**config.mk**
```make
export PLATFORM = sky130hd
export DESIGN_NAME = usb_function_irq_flags_frame
export DESIGN_NICKNAME = d
export VERILOG_FILES = /design/src/usb_irq_pkg.sv /design/src/usb_function_irq_flags_frame.sv
export SDC_FILE = /design/constraint.sdc
export NUM_CORES = 1
export LEC_CHECK = 0
export BUFFER_PORTS_ARGS = -buffer_cell sky130_fd_sc_hd__buf_4
export CORE_ASPECT_RATIO = 1.25
export CORE_MARGIN = 2
export CORE_UTILIZATION = 40
export CTS_BUF_LIST = sky130_fd_sc_hd__clkbuf_8
export DETAILED_ROUTE_END_ITERATION = 8
export GPL_TIMING_DRIVEN = 0
export PLACE_DENSITY = 0.69
export REMOVE_ABC_BUFFERS = 1
export SLEW_MARGIN = 20
export SYNTH_ARGS = -nofsm -noshare
export SYNTH_HDL_FRONTEND = slang
export SYNTH_SLANG_ARGS = --single-unit
```
**constraint.sdc**
```tcl
create_clock -name CLK_SYS -period 2.2 [get_ports CLK_SYS]
set_clock_uncertainty 0.2 [all_clocks]
set_input_delay 0 -clock CLK_SYS [delete_from_list [all_inputs] [get_ports CLK_SYS]]
set_output_delay 0 -clock CLK_SYS [all_outputs]
set_load 0.05 [all_outputs]
```
**src/usb_irq_pkg.sv**
```systemverilog
// usb irq flag and frame number constants, types
// assumes an 8-bit register port and one 100 MHz clock
package usb_irq_pkg;
  // --------------------------------------------------
  // register offsets
  // --------------------------------------------------
  localparam logic [7:0] OFS_IN_FLAGS = 8'h02;
  localparam logic [7:0] OFS_OUT_FLAGS = 8'h04;
  localparam logic [7:0] OFS_CM_FLAGS = 8'h06;
  localparam logic [7:0] OFS_IN_EN = 8'h07;
  localparam logic [7:0] OFS_OUT_EN = 8'h08;
  localparam logic [7:0] OFS_CM_EN = 8'h0b;
  localparam logic [7:0] OFS_FRAME_LOW = 8'h0c;
  localparam logic [7:0] OFS_FRAME_HIGH = 8'h0d;
  localparam logic [7:0] OFS_SUSP_CTRL = 8'h0e;
  // --------------------------------------------------
  // field layout and reset values
  // --------------------------------------------------
  localparam int SOF_BIT = 3;
  localparam int RST_BIT = 2;
  localparam int RSU_BIT = 1;
  localparam int SUS_BIT = 0;
  localparam int SUSMODE_BIT = 1;
  localparam int SUSP_DETECT_BIT = 0;
  localparam logic [3:0] FLAGS_RST = 4'h0;
  localparam logic [3:0] IN_EN_RST = 4'hf;
  localparam logic [3:0] OUT_EN_RST = 4'he;
  localparam logic [3:0] CM_EN_RST = 4'h6;
  localparam logic [3:0] OUT_VALID = 4'he;
  localparam logic [10:0] FRAME_RST = 11'h000;
  localparam logic [7:0] DATA_ZERO = 8'h00;
  // --------------------------------------------------
  // timing
  // --------------------------------------------------
  localparam int CLK_NS = 10;
  localparam int FRAME_NS = 1000000;
  localparam int FRAME_CYC = FRAME_NS / CLK_NS;
  // --------------------------------------------------
  // types
  // --------------------------------------------------
  typedef enum logic [1:0] {
    ST_ACTIVE = 2'b01,
    ST_SUSPENDED = 2'b10
  } susp_state_e;
  typedef struct packed {
    logic sof;
    logic bus_reset;
    logic resume;
    logic suspend;
  } bus_evt_s;
endpackage : usb_irq_pkg

```
**src/usb_function_irq_flags_frame.sv**
```systemverilog
// usb function interrupt flags, enables and frame number registers
// assumes event pulses from the serial engine on the same clock
`timescale 1ns/1ps
module usb_function_irq_flags_frame
  import usb_irq_pkg::*;
#(
  parameter int FRAME_CYCLES = FRAME_CYC
) (
  input wire logic CLK_SYS,
  input wire logic RST_N,
  input wire logic [7:0] ADDR,
  input wire logic [7:0] WDATA,
  input wire logic WR,
  input wire logic RD,
  output logic [7:0] RDATA,
  input wire logic SOF_VALID,
  input wire logic [10:0] SOF_FRAME,
  input wire bus_evt_s BUS_EVT,
  input wire logic [3:0] IN_EVT,
  input wire logic [3:1] OUT_EVT,
  output logic SUSPENDED,
  output logic IRQ
);
  // --------------------------------------------------
  // state
  // --------------------------------------------------
  logic [10:0] frame_reg;
  logic [3:0] in_flags_reg, in_flags_next;
  logic [3:0] out_flags_reg, out_flags_next;
  logic [3:0] cm_flags_reg, cm_flags_next;
  logic [3:0] in_en_reg, out_en_reg, cm_en_reg;
  logic susp_en_reg;
  logic resume_seen_reg, resume_seen_next;
  logic sof_armed_reg;
  logic [16:0] sof_timer_reg, sof_timer_next;
  logic [7:0] rdata_reg, rdata_next;
  susp_state_e state_reg, state_next;
  localparam logic [16:0] TIMER_LOAD = 17'(FRAME_CYCLES - 1);
  localparam logic [16:0] TIMER_ZERO = 17'h00000;

  // --------------------------------------------------
  // address decode
  // --------------------------------------------------
  wire sel_in = (ADDR == OFS_IN_FLAGS);
  wire sel_out = (ADDR == OFS_OUT_FLAGS);
  wire sel_cm = (ADDR == OFS_CM_FLAGS);
  wire sel_in_en = (ADDR == OFS_IN_EN);
  wire sel_out_en = (ADDR == OFS_OUT_EN);
  wire sel_cm_en = (ADDR == OFS_CM_EN);
  wire sel_flo = (ADDR == OFS_FRAME_LOW);
  wire sel_fhi = (ADDR == OFS_FRAME_HIGH);
  wire sel_susp = (ADDR == OFS_SUSP_CTRL);
  wire rd_in = RD && sel_in;
  wire rd_out = RD && sel_out;
  wire rd_cm = RD && sel_cm;
  wire suspended = (state_reg == ST_SUSPENDED);

  // --------------------------------------------------
  // event sources
  // --------------------------------------------------
  // missing token timeout
  wire sof_missed = sof_armed_reg && !SOF_VALID &&
                    (sof_timer_reg == TIMER_ZERO);
  wire set_sof = SOF_VALID || sof_missed;
  wire set_rst = BUS_EVT.bus_reset;
  wire set_rsu = BUS_EVT.resume && suspended;
  wire set_sus = BUS_EVT.suspend && susp_en_reg;
  wire [3:0] cm_set = {set_sof, set_rst, set_rsu, set_sus};
  wire [3:0] out_set = {OUT_EVT, 1'b0} & OUT_VALID;

  // --------------------------------------------------
  // flag update, set wins over read clear
  // --------------------------------------------------
  // read clears whole register
  assign in_flags_next = (rd_in ? FLAGS_RST : in_flags_reg) | IN_EVT;
  assign out_flags_next = (rd_out ? FLAGS_RST : out_flags_reg) | out_set;
  assign cm_flags_next = (rd_cm ? FLAGS_RST : cm_flags_reg) | cm_set;

  // --------------------------------------------------
  // suspend mode
  // --------------------------------------------------
  assign resume_seen_next = suspended &&
                            (resume_seen_reg || BUS_EVT.resume);
  always_comb begin
    state_next = state_reg;
    case (state_reg)
      ST_ACTIVE: begin
        if (set_sus) begin
          state_next = ST_SUSPENDED;
        end
      end
      ST_SUSPENDED: begin
        if (rd_cm && resume_seen_reg) begin
          state_next = ST_ACTIVE;
        end
      end
      default: begin
        state_next = ST_ACTIVE;
      end
    endcase
  end

  // --------------------------------------------------
  // frame timer
  // --------------------------------------------------
  assign sof_timer_next = (set_sof || !sof_armed_reg) ? TIMER_LOAD :
                          sof_timer_reg - 17'h00001;

  // --------------------------------------------------
  // read data
  // --------------------------------------------------
  // read mux over all registers, unmapped offsets read zero
  always_comb begin
    rdata_next = DATA_ZERO;
    if (sel_in) begin
      rdata_next = {4'h0, in_flags_reg};
    end else if (sel_out) begin
      rdata_next = {4'h0, out_flags_reg};
    end else if (sel_cm) begin
      rdata_next = {4'h0, cm_flags_reg};
    end else if (sel_in_en) begin
      rdata_next = {4'h0, in_en_reg};
    end else if (sel_out_en) begin
      rdata_next = {4'h0, out_en_reg};
    end else if (sel_cm_en) begin
      rdata_next = {4'h0, cm_en_reg};
    end else if (sel_flo) begin
      rdata_next = frame_reg[7:0];
    end else if (sel_fhi) begin
      rdata_next = {5'h00, frame_reg[10:8]};
    end else if (sel_susp) begin
      rdata_next = {6'h00, suspended, susp_en_reg};
    end
  end

  // --------------------------------------------------
  // registers
  // --------------------------------------------------
  always_ff @(posedge CLK_SYS or negedge RST_N) begin
    if (!RST_N) begin
      in_flags_reg <= FLAGS_RST;
      out_flags_reg <= FLAGS_RST;
      cm_flags_reg <= FLAGS_RST;
      state_reg <= ST_ACTIVE;
      resume_seen_reg <= 1'b0;
      sof_timer_reg <= TIMER_LOAD;
      rdata_reg <= DATA_ZERO;
    end else begin
      in_flags_reg <= in_flags_next;
      out_flags_reg <= out_flags_next;
      cm_flags_reg <= cm_flags_next;
      state_reg <= state_next;
      resume_seen_reg <= resume_seen_next;
      sof_timer_reg <= sof_timer_next;
      rdata_reg <= RD ? rdata_next : DATA_ZERO;
    end
  end

  always_ff @(posedge CLK_SYS or negedge RST_N) begin
    if (!RST_N) begin
      frame_reg <= FRAME_RST;
    end else if (SOF_VALID) begin
      frame_reg <= SOF_FRAME;
    end
  end

  // timeout runs from a real frame until bus reset or suspend mode
  always_ff @(posedge CLK_SYS or negedge RST_N) begin
    if (!RST_N) begin
      sof_armed_reg <= 1'b0;
    end else if (BUS_EVT.bus_reset || state_next == ST_SUSPENDED) begin
      sof_armed_reg <= 1'b0;
    end else if (SOF_VALID) begin
      sof_armed_reg <= 1'b1;
    end
  end

  always_ff @(posedge CLK_SYS or negedge RST_N) begin
    if (!RST_N) begin
      in_en_reg <= IN_EN_RST;
      out_en_reg <= OUT_EN_RST;
      cm_en_reg <= CM_EN_RST;
      susp_en_reg <= 1'b0;
    end else if (WR) begin
      if (sel_in_en) begin
        in_en_reg <= WDATA[3:0];
      end else if (sel_out_en) begin
        out_en_reg <= WDATA[3:0] & OUT_VALID;
      end else if (sel_cm_en) begin
        cm_en_reg <= WDATA[3:0];
      end else if (sel_susp) begin
        susp_en_reg <= WDATA[SUSP_DETECT_BIT];
      end
    end
  end

  // --------------------------------------------------
  // outputs
  // --------------------------------------------------
  // enabled flags raise interrupt
  wire irq_any = |(in_flags_reg & in_en_reg) |
                 |(out_flags_reg & out_en_reg) |
                 |(cm_flags_reg & cm_en_reg);
  assign IRQ = irq_any;
  assign RDATA = rdata_reg;
  assign SUSPENDED = suspended;

  // --------------------------------------------------
  // assertions
  // --------------------------------------------------
  chk_frame_low: assert property (
    @(posedge CLK_SYS) disable iff (!RST_N)
    SOF_VALID ##1 !SOF_VALID ##1 (RD && sel_flo && !SOF_VALID) |=>
      RDATA == $past(SOF_FRAME[7:0], 3))
    else $error("frame low read wrong");
  chk_frame_high: assert property (
    @(posedge CLK_SYS) disable iff (!RST_N)
    SOF_VALID ##1 !SOF_VALID ##1 (RD && sel_fhi && !SOF_VALID) |=>
      RDATA[2:0] == $past(SOF_FRAME[10:8], 3))
    else $error("frame high read wrong");
  chk_high_upper_zero: assert property (
    @(posedge CLK_SYS) disable iff (!RST_N)
    RD && sel_fhi |=> RDATA[7:3] == 5'h00)
    else $error("frame high upper bits not zero");
  chk_flag_hw_only: assert property (
    @(posedge CLK_SYS) disable iff (!RST_N)
    WR && sel_in && IN_EVT == 4'h0 |=> !$rose(|in_flags_reg))
    else $error("software write set a flag");
  chk_irq_follows: assert property (
    @(posedge CLK_SYS) disable iff (!RST_N)
    ((cm_flags_reg[RST_BIT] && cm_en_reg[RST_BIT]) ||
     (in_flags_reg[0] && in_en_reg[0])) |-> IRQ)
    else $error("irq low with enabled flag");
  chk_read_clear: assert property (
    @(posedge CLK_SYS) disable iff (!RST_N)
    rd_in && IN_EVT == 4'h0 |=>
      in_flags_reg == 4'h0 && RDATA[3:0] == $past(in_flags_reg))
    else $error("in flags not cleared by read");
  chk_in_layout: assert property (
    @(posedge CLK_SYS) disable iff (!RST_N)
    IN_EVT[0] |=> in_flags_reg[0])
    else $error("control endpoint flag missed");
  chk_out_bit0: assert property (
    @(posedge CLK_SYS) disable iff (!RST_N)
    RD && sel_out |=> RDATA[0] == 1'b0 ##0 RDATA[7:4] == 4'h0)
    else $error("out flag bit 0 or upper set");
  chk_cm_upper_zero: assert property (
    @(posedge CLK_SYS) disable iff (!RST_N)
    RD && (sel_cm || sel_in) |=> RDATA[7:4] == 4'h0)
    else $error("flag upper bits not zero");
  chk_sof_flag: assert property (
    @(posedge CLK_SYS) disable iff (!RST_N)
    SOF_VALID |=> cm_flags_reg[SOF_BIT])
    else $error("frame start flag not set");
  chk_sof_synth: assert property (
    @(posedge CLK_SYS) disable iff (!RST_N)
    sof_missed |=> cm_flags_reg[SOF_BIT] &&
      sof_timer_reg == TIMER_LOAD)
    else $error("missed frame not synthesized");
  chk_reset_flag: assert property (
    @(posedge CLK_SYS) disable iff (!RST_N)
    BUS_EVT.bus_reset |=> cm_flags_reg[RST_BIT])
    else $error("bus reset flag not set");
  chk_resume_gate: assert property (
    @(posedge CLK_SYS) disable iff (!RST_N)
    $rose(cm_flags_reg[RSU_BIT]) |->
      $past(suspended) && $past(BUS_EVT.resume))
    else $error("resume flag set while awake");
  chk_suspend_gate: assert property (
    @(posedge CLK_SYS) disable iff (!RST_N)
    $rose(cm_flags_reg[SUS_BIT]) |-> $past(susp_en_reg))
    else $error("suspend flag set while disabled");
  chk_leave_suspend: assert property (
    @(posedge CLK_SYS) disable iff (!RST_N)
    suspended && resume_seen_reg && rd_cm |=> !SUSPENDED)
    else $error("suspend not left after read");
  chk_frame_atomic: assert property (
    @(posedge CLK_SYS) disable iff (!RST_N)
    $changed(frame_reg) |-> $past(SOF_VALID) &&
      frame_reg == $past(SOF_FRAME))
    else $error("frame number changed without token");
  chk_frame_capture: assert property (
    @(posedge CLK_SYS) disable iff (!RST_N)
    SOF_VALID |=> frame_reg == $past(SOF_FRAME))
    else $error("frame number not captured");
  chk_irq_masked: assert property (
    @(posedge CLK_SYS) disable iff (!RST_N)
    (in_flags_reg & in_en_reg) == 4'h0 &&
      (out_flags_reg & out_en_reg) == 4'h0 &&
      (cm_flags_reg & cm_en_reg) == 4'h0 |-> !IRQ)
    else $error("irq high with all flags masked");
  chk_out_clear: assert property (
    @(posedge CLK_SYS) disable iff (!RST_N)
    rd_out && OUT_EVT == 3'h0 |=> out_flags_reg == 4'h0)
    else $error("out flags not cleared by read");
  chk_cm_clear: assert property (
    @(posedge CLK_SYS) disable iff (!RST_N)
    rd_cm && cm_set == 4'h0 |=> cm_flags_reg == 4'h0)
    else $error("common flags not cleared by read");
  chk_out_set: assert property (
    @(posedge CLK_SYS) disable iff (!RST_N)
    OUT_EVT[1] |=> out_flags_reg[1])
    else $error("out endpoint one flag missed");
  chk_suspend_enter: assert property (
    @(posedge CLK_SYS) disable iff (!RST_N)
    set_sus && !suspended |=> SUSPENDED && cm_flags_reg[SUS_BIT])
    else $error("enabled suspend not taken");
  chk_resume_set: assert property (
    @(posedge CLK_SYS) disable iff (!RST_N)
    BUS_EVT.resume && suspended |=> cm_flags_reg[RSU_BIT])
    else $error("resume while suspended not flagged");
  chk_stay_suspended: assert property (
    @(posedge CLK_SYS) disable iff (!RST_N)
    suspended && !(rd_cm && resume_seen_reg) |=> SUSPENDED)
    else $error("suspend left without wake read");
endmodule : usb_function_irq_flags_frame

```
# Word-level counts from Yosys, hierarchy flattened
# Index checks and enable logic that the tools add are counted.
[totals] reg_bits=64 output_inout_bits=10 wordCells=80
[classes] addsub=1 n_eq_ne=12 muxes=19 bitwise_logic=11 reduce_logical=24
[op_table] op="$mux W8" n=8
[op_table] op="$eq A8 B4 Y1 const B" n=5
[op_table] op="$eq A8 B3 Y1 const B" n=3
[op_table] op="$logic_not A17 Y1" n=1
[op_table] op="$mux W17" n=1
[op_table] op="$sub A17 B1 Y17 const B" n=1
[op_table] op="$and A4 B4 Y4" n=3
[op_table] op="$mux W4" n=3
[op_table] op="$or A4 B4 Y4" n=3
[op_table] op="$reduce_or A4 Y1" n=3
[op_table] op="$logic_and A1 B1 Y1" n=9
[op_table] op="$eq A8 B2 Y1 const B" n=1
[op_table] op="$mux W2" n=3
[op_table] op="$reduce_and A5 Y1" n=1
[op_table] op="$eq A2 B2 Y1 const B" n=2
[op_table] op="$logic_or A1 B1 Y1" n=4
[op_table] op="$pmux W2 S2" n=1
[op_table] op="$reduce_and A4 Y1" n=1
[op_table] op="$mux W3" n=1
[op_table] op="$not A1 Y1" n=3
[op_table] op="$reduce_and A3 Y1" n=1
[op_table] op="$eq A2 B1 Y1 const B" n=1
[op_table] op="$logic_not A1 Y1" n=2
[op_table] op="$mux W1" n=2
[op_table] op="other kinds (3)" n=4

# Logic depth before layout (Yosys ltp)
# Gate-level depths: netlist of the first run.
[logic_depth] depth_word=11 mapped_depth=7 ltp_nobuf=6

# Worst setup path after synthesis of the first run
# No wires, ideal clock.
[synth_timing] path_kind="flip-flop to flip-flop" from="register sof_timer_reg[0]" to="register sof_timer_reg[11]" setup_time_ps=77 arrival_ps=1698 t_required_ps=1923 path_slack_ps=224 stages_incl_launch_ff=8 n_path_buf=1 synth_period_minus_slack_ps=1976 cell_sequence="dfstp_2 inv_1 ha_1 nand4_1 nor4_2 or3b_2 buf_2 a21oi_1"
[synth_between] elab_chain_cells=5
[synth_lines] item="start, declared" line_no="usb_function_irq_flags_frame.sv:35" text="logic [16:0] sof_timer_reg, sof_timer_next;"
[synth_lines] item="start signal, assigned" line_no="usb_function_irq_flags_frame.sv:154" text="sof_timer_reg <= sof_timer_next;"
[synth_lines] item="parallel branches: the longest is 4 deep, another holds $sub A17 B1 Y17"
[synth_lines] item="$mux W17 *" line_no="usb_function_irq_flags_frame.sv:106" text="assign sof_timer_next = (set_sof || !sof_armed_reg) ? TIMER_LOAD :"
[synth_lines] item="named net sof_timer_next[11]" line_no="usb_function_irq_flags_frame.sv:35"
# Mark *: on every way through the listed nets, which the timed path passes.
# A chain may end at the register's enable or synchronous reset.

# Worst setup path after layout of the first run
[layout_timing] from="input port ADDR[0]" to="register cm_flags_reg[2]"
[layout_between] elab_chain_cells=4
[layout_lines] item="start, declared" line_no="usb_function_irq_flags_frame.sv:11" text="input wire logic [7:0] ADDR,"
[layout_lines] item="$eq A8 B3 Y1" line_no="usb_function_irq_flags_frame.sv:46" text="wire sel_cm = (ADDR == OFS_CM_FLAGS);"
[layout_lines] item="$logic_and A1 B1 Y1" line_no="usb_function_irq_flags_frame.sv:55" text="wire rd_cm = RD && sel_cm;"
[layout_lines] item="$mux W4" line_no="usb_function_irq_flags_frame.sv:77" text="assign cm_flags_next = (rd_cm ? FLAGS_RST : cm_flags_reg) | cm_set;"
[layout_lines] item="$or A4 B4 Y4" line_no="usb_function_irq_flags_frame.sv:77"
[layout_lines] item="named net cm_flags_next[2]" line_no="usb_function_irq_flags_frame.sv:30" text="logic [3:0] cm_flags_reg, cm_flags_next;"
[layout_lines] item="end signal, assigned" line_no="usb_function_irq_flags_frame.sv:151" text="cm_flags_reg <= cm_flags_next;"
[layout_lines] item="end, declared" line_no="usb_function_irq_flags_frame.sv:30"
# The timed path passes the listed nets, and every way through them passes these cells.

==> key figures, run 1 <==
Critical path
  – Critical Path RT: around 2.2 ns
  – Startpoint types: input pin
  – Worst r2r src: sof_timer_reg[0]$_DFF_PN1_
  – CP endpoint kind: flop
  – CP arrival: 2.16 ns
  – Kind of critical path: in -> reg
  – Critical Path Source: ADDR[0]
  – CP max FO: 12

Pwr
  – VDD IR max: 0.5065 mV
  – P per Cell Area: 639.2 nW/um^2
  – Pleak: 0.001825 uW

Timing
  – Slew Limit Fails: 0
  – Fmax: about 470 MHz
  – Setup violations, final: 0
  – Period utilization: 97.42%
  – Crit path time final: 2.143 ns
  – Hold Vio Cnt, Final: 0
  – Slew margin rel.: between 40% and 50%
  – Final setup TNS: 0 ns
  – Worst Slack Setup Final: between 0.05 and 0.06 ns
  – Least-Margin Pin Slew: 0.7864 ns

Routing
  – Via count: about 2.5k
  – Routed WL per cell: 16.08 um
  – ANT nets after route: 0
  – DRC: 0
  – Final WL: 7.733 mm
  – Vias per cell: 5.279
  – DR pass1 iterations: 4
  – Initial drt markers: 123

GRT
  – GRT met3 Usage: 3.654%
  – Vias in the first global route: 2641
  – GRT busiest layer: met2
  – Initial antenna violation count: 0
  – Largest net degree at the start of global routing: 64
  – Global-route wire length before repair: 12.70 mm
  – Met1 Track Usage GR: between 20% and 30%
  – Grt total ovfl: 0
  – GRT Overall Usage: between 20% and 30%
  – Met2 GRT Util: 34.46%

CTS
  – Max Root-Sink Buffers: 2
  – Clock slew at reported path FFs: 0.07 ns
  – Clock Latency Late Sink: between 0.3 and 0.4 ns
  – Root Driver: clkbuf_8
  – Num CTS Buffers: 9
  – CTS tree: yes
  – CTS Sinks: 63
  – # H-tree levels: 3

Finish
  – Max FFs per register: 17
  – Layout cells sized above 1: 31.11%
  – Cell Count, Final, Fillers Out: 481
  – Layout area overhead: 41.02%
  – Sequential cell area: between 1500 and 2000 um^2
  – Final #Nets: 430
  – ANT cells: 0
  – Multi-input logic area: approximately 1400 um^2
  – Fill cell count: 635

Synthesis
  – Syn Area/Cell: between 10 and 15 um^2
  – Cells after synthesis: roughly 280
  – Synth area leader: dfrtp_1
  – Multiplexer share of the synthesized area: around 10%
  – Most instantiated cells after synthesis: dfrtp_1 (43), nand2_1 (31), mux2_2 (22)
  – Number of synthesized flops with an enable pin: 0
  – Simple-gate share of the synthesized area: 17.38%
  – Synth Cell Area: 3053 um^2
  – Post-synthesis register bit count: 63
  – Seq/Total Area, Yosys: 52.46%
  – Distinct cell type count after synthesis: 49
  – XOR/XNOR Fraction of Synth Area: around 3.4%
  – Asr flop ratio synth: 100.0%
  – Largest family of logic cells by synthesized area: simple AND/OR/NAND/NOR gates
  – Synth area leaders: dfrtp_1 (35%), dfstp_2 (17%), mux2_2 (8.1%)
  – Top_reg_cell synth: dfrtp_1
  – Adder-cell share of the synthesized area: 1.230%
  – Most common cell in the netlist: dfrtp_1
  – Yosys warnings: 0
  – Compound-gate portion of the synthesized area: between 10 and 15%
  – Synth top area share: 35.25%

Run
  – Max cap viols: 0

Floorplanning
  – Site Rows: 35
  – # IOs: 53
  – Die Height: a little over 100 um
  – DIE AREA: ~8400 um^2
  – Starting Density: around two fifths
  – Core area: 7401 um^2
  – Die X-Extent: 82.14 um

Min path
  – Worst Hold Class: in -> reg
  – Hold_sp: ADDR[2]

Placed design
  – Final GP Congestion: 0.9193
  – Post-placement setup slack: about 0.09 ns
  – Dpl hpwl: roughly 5.0 mm
  – Cell count after placement: 407
  – Port Buffers: 47

Run status
  – Status: complete, no violations
layout make-up:
type | count | area share (%)
sequential | 63 | 37.20
multi-input combinational | 193 | 32.55
timing repair buffer | 105 | 21.59
clock buffer | 9 | 2.877
tap | 92 | 2.674
clock inverter | 7 | 2.063
inverter | 12 | 1.046
cell families (layout without fill, tap and decap cells):
group / after synthesis / count (layout)
fa+ha+maj: 3 / 3
flops: 63 / 63
compound gates: 54 / 54
mux: 27 / 27
xor+xnor: 12 / 12
simple gates: 97 / 97
buf+inv: 21 / 133
worst max-delay path: stages:
cell	delay (ns)
dlygate4sd3_1	0.57
buf_6	0.16
buf_4	0.14
nand2b_1	0.18
nor2_1	0.15
nand3_1	0.17
a21o_1	0.22
dlygate4sd3_1	0.55
layer usage:
| metal | up-vias | part of all wire (%) |
|---|---|---|
| li1 | 1209 | - |
| met1 | 1229 | 42 |
| met2 | 85 | 51 |
| met3 | 16 | 4.3 |
| met4 | 0 | 2.0 |
| met5 | - | 0 |
power breakdown:
group / leakage [uW] / total (uW) / internal [uW] / switching, uW
clock network: 0.000106 / 1080 / 629 / 451
registers: 0.000724 / 1270 / 1230 / 38.6
logic: 0.000995 / 405 / 217 / 188
total: 0.00183 / 2750 / 2070 / 677
cells in the final DEF, fill, tap and decap left out, types with 5 or more instances in the layout:
master	instances
dfrtp_1	43
dfstp_2	20
xnor2_1	8
mux2_2	22
clkbuf_8	9
a22oi_1	7
o21ai_0	9
nor2_1	19
buf_4	49
dlygate4sd3_1	55
inv_1	13
or3_1	5
a21oi_1	6
a21o_1	9
nand3_1	8
nand2_1	31
metrics by stage:
| step | hold WS [ns] | total power, uW | instance area, um^2 | utilization [%] |
|---|---|---|---|---|
| 2_1_floorplan | -0.4956 | 1429 | 3010 | - |
| 3_3_place_gp | -0.07886 | 1569 | 3478 | 47.00 |
| 3_5_place_dp | -0.06153 | 1581 | 3478 | 47.00 |
| 4_1_cts | 0.004672 | 2766 | 4242 | 57.31 |
| 5_1_grt | 0.04627 | 2892 | 4305 | 58.17 |
| 6_report | 0.02142 | 2752 | 4305 | 58.17 |
worst paths after layout:
check	to	slack, ns	cells after the start
max in group asynchronous	resume_seen_reg$_DFF_PN0_	1.19	2
setup / recovery	cm_flags_reg[2]$_DFF_PN0_	0.06	8
hold reg to reg	sof_timer_reg[0]$_DFF_PN1_	0.26	1
hold / removal	RDATA[6]$_DFF_PN0_	0.02	4
min in group asynchronous	out_flags_reg[1]$_DFF_PN0_	0.08	2
setup reg to reg	sof_timer_reg[11]$_DFF_PN0_	0.12	6
timing repair:
action                                  in CTS  in global routing
resized for setup                            0                  6
endpoints found under the hold margin      113                  0
hold buffers                                55                  0
buffers inserted                             0                  3
endpoints found under the setup margin       0                 17
Power figures use the tool's default switching activity.
==> run 2: changes to the inputs <==
--- a/config.mk
+++ b/config.mk
@@ -10,9 +10,10 @@
 export CORE_MARGIN = 2
 export CORE_UTILIZATION = 40
 export CTS_BUF_LIST = sky130_fd_sc_hd__clkbuf_8
+export CTS_CLUSTER_SIZE = 25
 export DETAILED_ROUTE_END_ITERATION = 8
 export GPL_TIMING_DRIVEN = 0
-export PLACE_DENSITY = 0.69
+export PLACE_DENSITY_LB_ADDON = 0.08
 export REMOVE_ABC_BUFFERS = 1
 export SLEW_MARGIN = 20
 export SYNTH_ARGS = -nofsm -noshare
==> constraint.sdc (replaced) <==
create_clock -name CLK_SYS -period 1.92 [get_ports CLK_SYS]
set_clock_uncertainty 0.2 [all_clocks]
set_input_delay 0 -clock CLK_SYS [delete_from_list [all_inputs] [get_ports CLK_SYS]]
set_output_delay 0 -clock CLK_SYS [all_outputs]
set_load 0.05 [all_outputs]
==> run 2 against run 1 <==
The run now ends with hold timing, setup timing left; routed wire length grew 1.1%; critical path depth decreased by 1; combinational power increased by 14%; sequential share of layout area fell by 0.73 points; core utilization up 1.2 points; cell area increased by 2.1%; sequential power rose by 14%; sequential cell count unchanged; worst setup slack got worse by 0.078 ns; critical path type is now reg -> reg; critical endpoint is now sof_timer_reg[10]$_DFF_PN1_; largest cell class unchanged.
==> key figures, run 2 (synthesis gave the netlist of run 1 again) <==
Floorplanning
  – Core area: 7401 um^2
  – # IOs: 53
  – Starting Density: about two fifths
  – Site Rows: 35
  – DIE AREA: 8352 um^2
  – Die Height: 101.7 um
  – Die X-Extent: 82.14 um

Finish
  – Sequential cell area: 1603 um^2
  – Layout cells sized above 1: 35.77%
  – Multi-input logic area: 1439 um^2
  – Fill cell count: 646
  – Layout area overhead: 43.98%
  – Most common cell after layout, fill and taps aside: buf_4
  – Final #Nets: 438
  – ANT cells: 0
  – Core Util, Final: 59.39%
  – Max FFs per register: 17
  – Commonest cells after routing, fill and taps aside: buf_4 (57), dlygate4sd3_1 (53), dfrtp_1 (42)

Pwr
  – VDD IR max: approximately 0.37 mV
  – P per Cell Area: 699.6 nW/um^2
  – Clock share of power: between 30% and 40%
  – Sw Pwr: between 700 and 800 uW
  – Comb pwr share: 14.9%
  – Part of the power in registers: between 40% and 50%
  – Sw Share: between 20% and 30%
  – Total Power: 3075 uW
  – Pleak: about 0.0019 uW
  – Internal power: 2286 uW

Routing
  – Vias per cell: 5.272
  – Final WL: 7.819 mm
  – DR pass1 iterations: 5
  – Initial drt markers: 130
  – DRC: 0
  – ANT nets after route: 0
  – Routed WL per cell: 15.99 um
  – Via count: 2578

Timing
  – Slew margin rel.: 46.03%
  – Worst Slack Setup Final: -0.02089 ns
  – WHS: -0.02543 ns
  – Period utilization: 101.1%
  – Fmax: 515.2 MHz
  – RSZ-0062 raised after global routing: yes
  – Crit path time final: about 1.9 ns
  – Final setup TNS: -0.1275 ns
  – Least-Margin Pin Slew: between 0.8 and 0.9 ns
  – Setup violations, final: 9
  – Hold Vio Cnt, Final: 1
  – Slew Limit Fails: 0

Run
  – Max cap viols: 0

CTS
  – Root Driver: clkbuf_8
  – Num CTS Buffers: 9
  – CTS tree: yes
  – # H-tree levels: 3
  – CTS Sinks: 63
  – Clock Latency Late Sink: 0.34 ns
  – Clock slew at reported path FFs: 0.07 ns
  – Max Root-Sink Buffers: 2

Critical path
  – Worst r2r src: sof_timer_reg[4]$_DFF_PN1_
  – CP endpoint kind: flop
  – CP max FO: 6
  – Startpoint types: flop
  – Critical Path RT: ~2 ns
  – Path depth of the worst reg2reg path: 7
  – Reg2reg setup slack: -0.02 ns
  – Kind of critical path: reg -> reg
  – CP arrival: 2.01 ns
  – Capture point of the worst reg-to-reg path: sof_timer_reg[10]$_DFF_PN1_

Min path
  – Worst Hold Class: in -> reg
  – WHS Path Cells: 3
  – Hold_sp: ADDR[2]
  – Worst Hold End: cm_en_reg[3]$_DFFE_PN0P_

GRT
  – Vias in the first global route: 2558
  – Initial antenna violation count: 0
  – GRT Overall Usage: 19.76%
  – Largest net degree at the start of global routing: 64
  – Global-route wire length before repair: 12.35 mm
  – Grt total ovfl: 0

Placed design
  – Port Buffers: 47
  – Dpl hpwl: 4.915 mm
  – Final GP Congestion: roughly 0.86

Run status
  – Status: finished with violations
  – Failing checks: hold timing, setup timing
==> run 2: cell types whose count changed in the layout (fill, tap and decap cells not counted), moves of 3 or more <==
| cell | previous run | this run |
|---|---|---|
| nand2_2 | 0 | 5 |
| nor2_2 | 0 | 3 |
| nand2_1 | 31 | 26 |
| nor2_1 | 19 | 16 |
| buf_4 | 49 | 57 |
==> run 2: timing repair <==
item | in CTS | in global routing
pin swaps | 2 | 10
setup endpoints to repair | 18 | 22
hold endpoints to repair | 106 | 0
resized for setup | 6 | 15
setup buffers | 2 | 12
hold buffers | 54 | 0
==> run 2: cell type report <==
cell class | instances | area share (%)
Timing Repair Buffer | 113 | 22.60
Sequential cell | 63 | 36.46
Inverter | 12 | 1.025
Multi-Input combinational cell | 193 | 32.74
Clock buffer | 10 | 3.131
Tap cell | 92 | 2.619
Clock inverter | 6 | 1.423
==> run 2: power by group through the flow <==
stage               logic, uW  clock network (uW)  registers (uW)
floorplan                 174                   0            1460
global placement          330                   0            1470
detailed placement        338                   0            1480
CTS                       450                1200            1450
global route              508                1270            1460
finish                    460                1170            1450
==> run 2: worst max path at each step <==
| stage | cells after the start | from | endpoint |
|---|---|---|---|
| final | 7 | sof_timer_reg[4]$_DFF_PN1_ | sof_timer_reg[10]$_DFF_PN1_ |
| after global routing | 7 | sof_timer_reg[9]$_DFF_PN1_ | sof_timer_reg[4]$_DFF_PN1_ |
| after CTS | 5 | sof_timer_reg[6]$_DFF_PN0_ | sof_timer_reg[5]$_DFF_PN0_ |
| after detailed placement | 5 | sof_timer_reg[6]$_DFF_PN0_ | sof_timer_reg[13]$_DFF_PN0_ |
| after global placement | 5 | sof_timer_reg[6]$_DFF_PN0_ | sof_timer_reg[14]$_DFF_PN0_ |
| after floorplan | 6 | sof_timer_reg[0]$_DFF_PN1_ | sof_timer_reg[11]$_DFF_PN0_ |
==> run 2: per-stage QoR <==
| stage | hold slack [ns] | std cells | instance area, um^2 | setup WS [ns] |
|---|---|---|---|---|
| global placement | -0.05679 | 407 | 3478 | -0.1993 |
| detailed placement | -0.06158 | 407 | 3478 | -0.2145 |
| global route | 0.003710 | 489 | 4395 | -0.1075 |
| finish | -0.02543 | 489 | 4395 | -0.02089 |
| CTS | -0.02163 | 479 | 4282 | 0.002492 |
| floorplan | -0.4956 | 268 | 3010 | -0.005414 |
==> run 2: routing by layer <==
metal	GRT usage [%]	vias to the layer above	wire, um
met3	4.545	20	397
met5	0	-	0
met4	9.872	0	190
met1	24.83	1252	3370
met2	31.71	83	3861
li1	-	1223	-
==> run 2: critical path, cell delays in order, from the launching register on <==
cell and delay, ns:
dfstp_2 0.39, nor4_4 0.31, nand4_1 0.23, nor4_4 0.33
buf_4 0.18, nor3b_4 0.05, buf_6 0.14, nand2_1 0.05
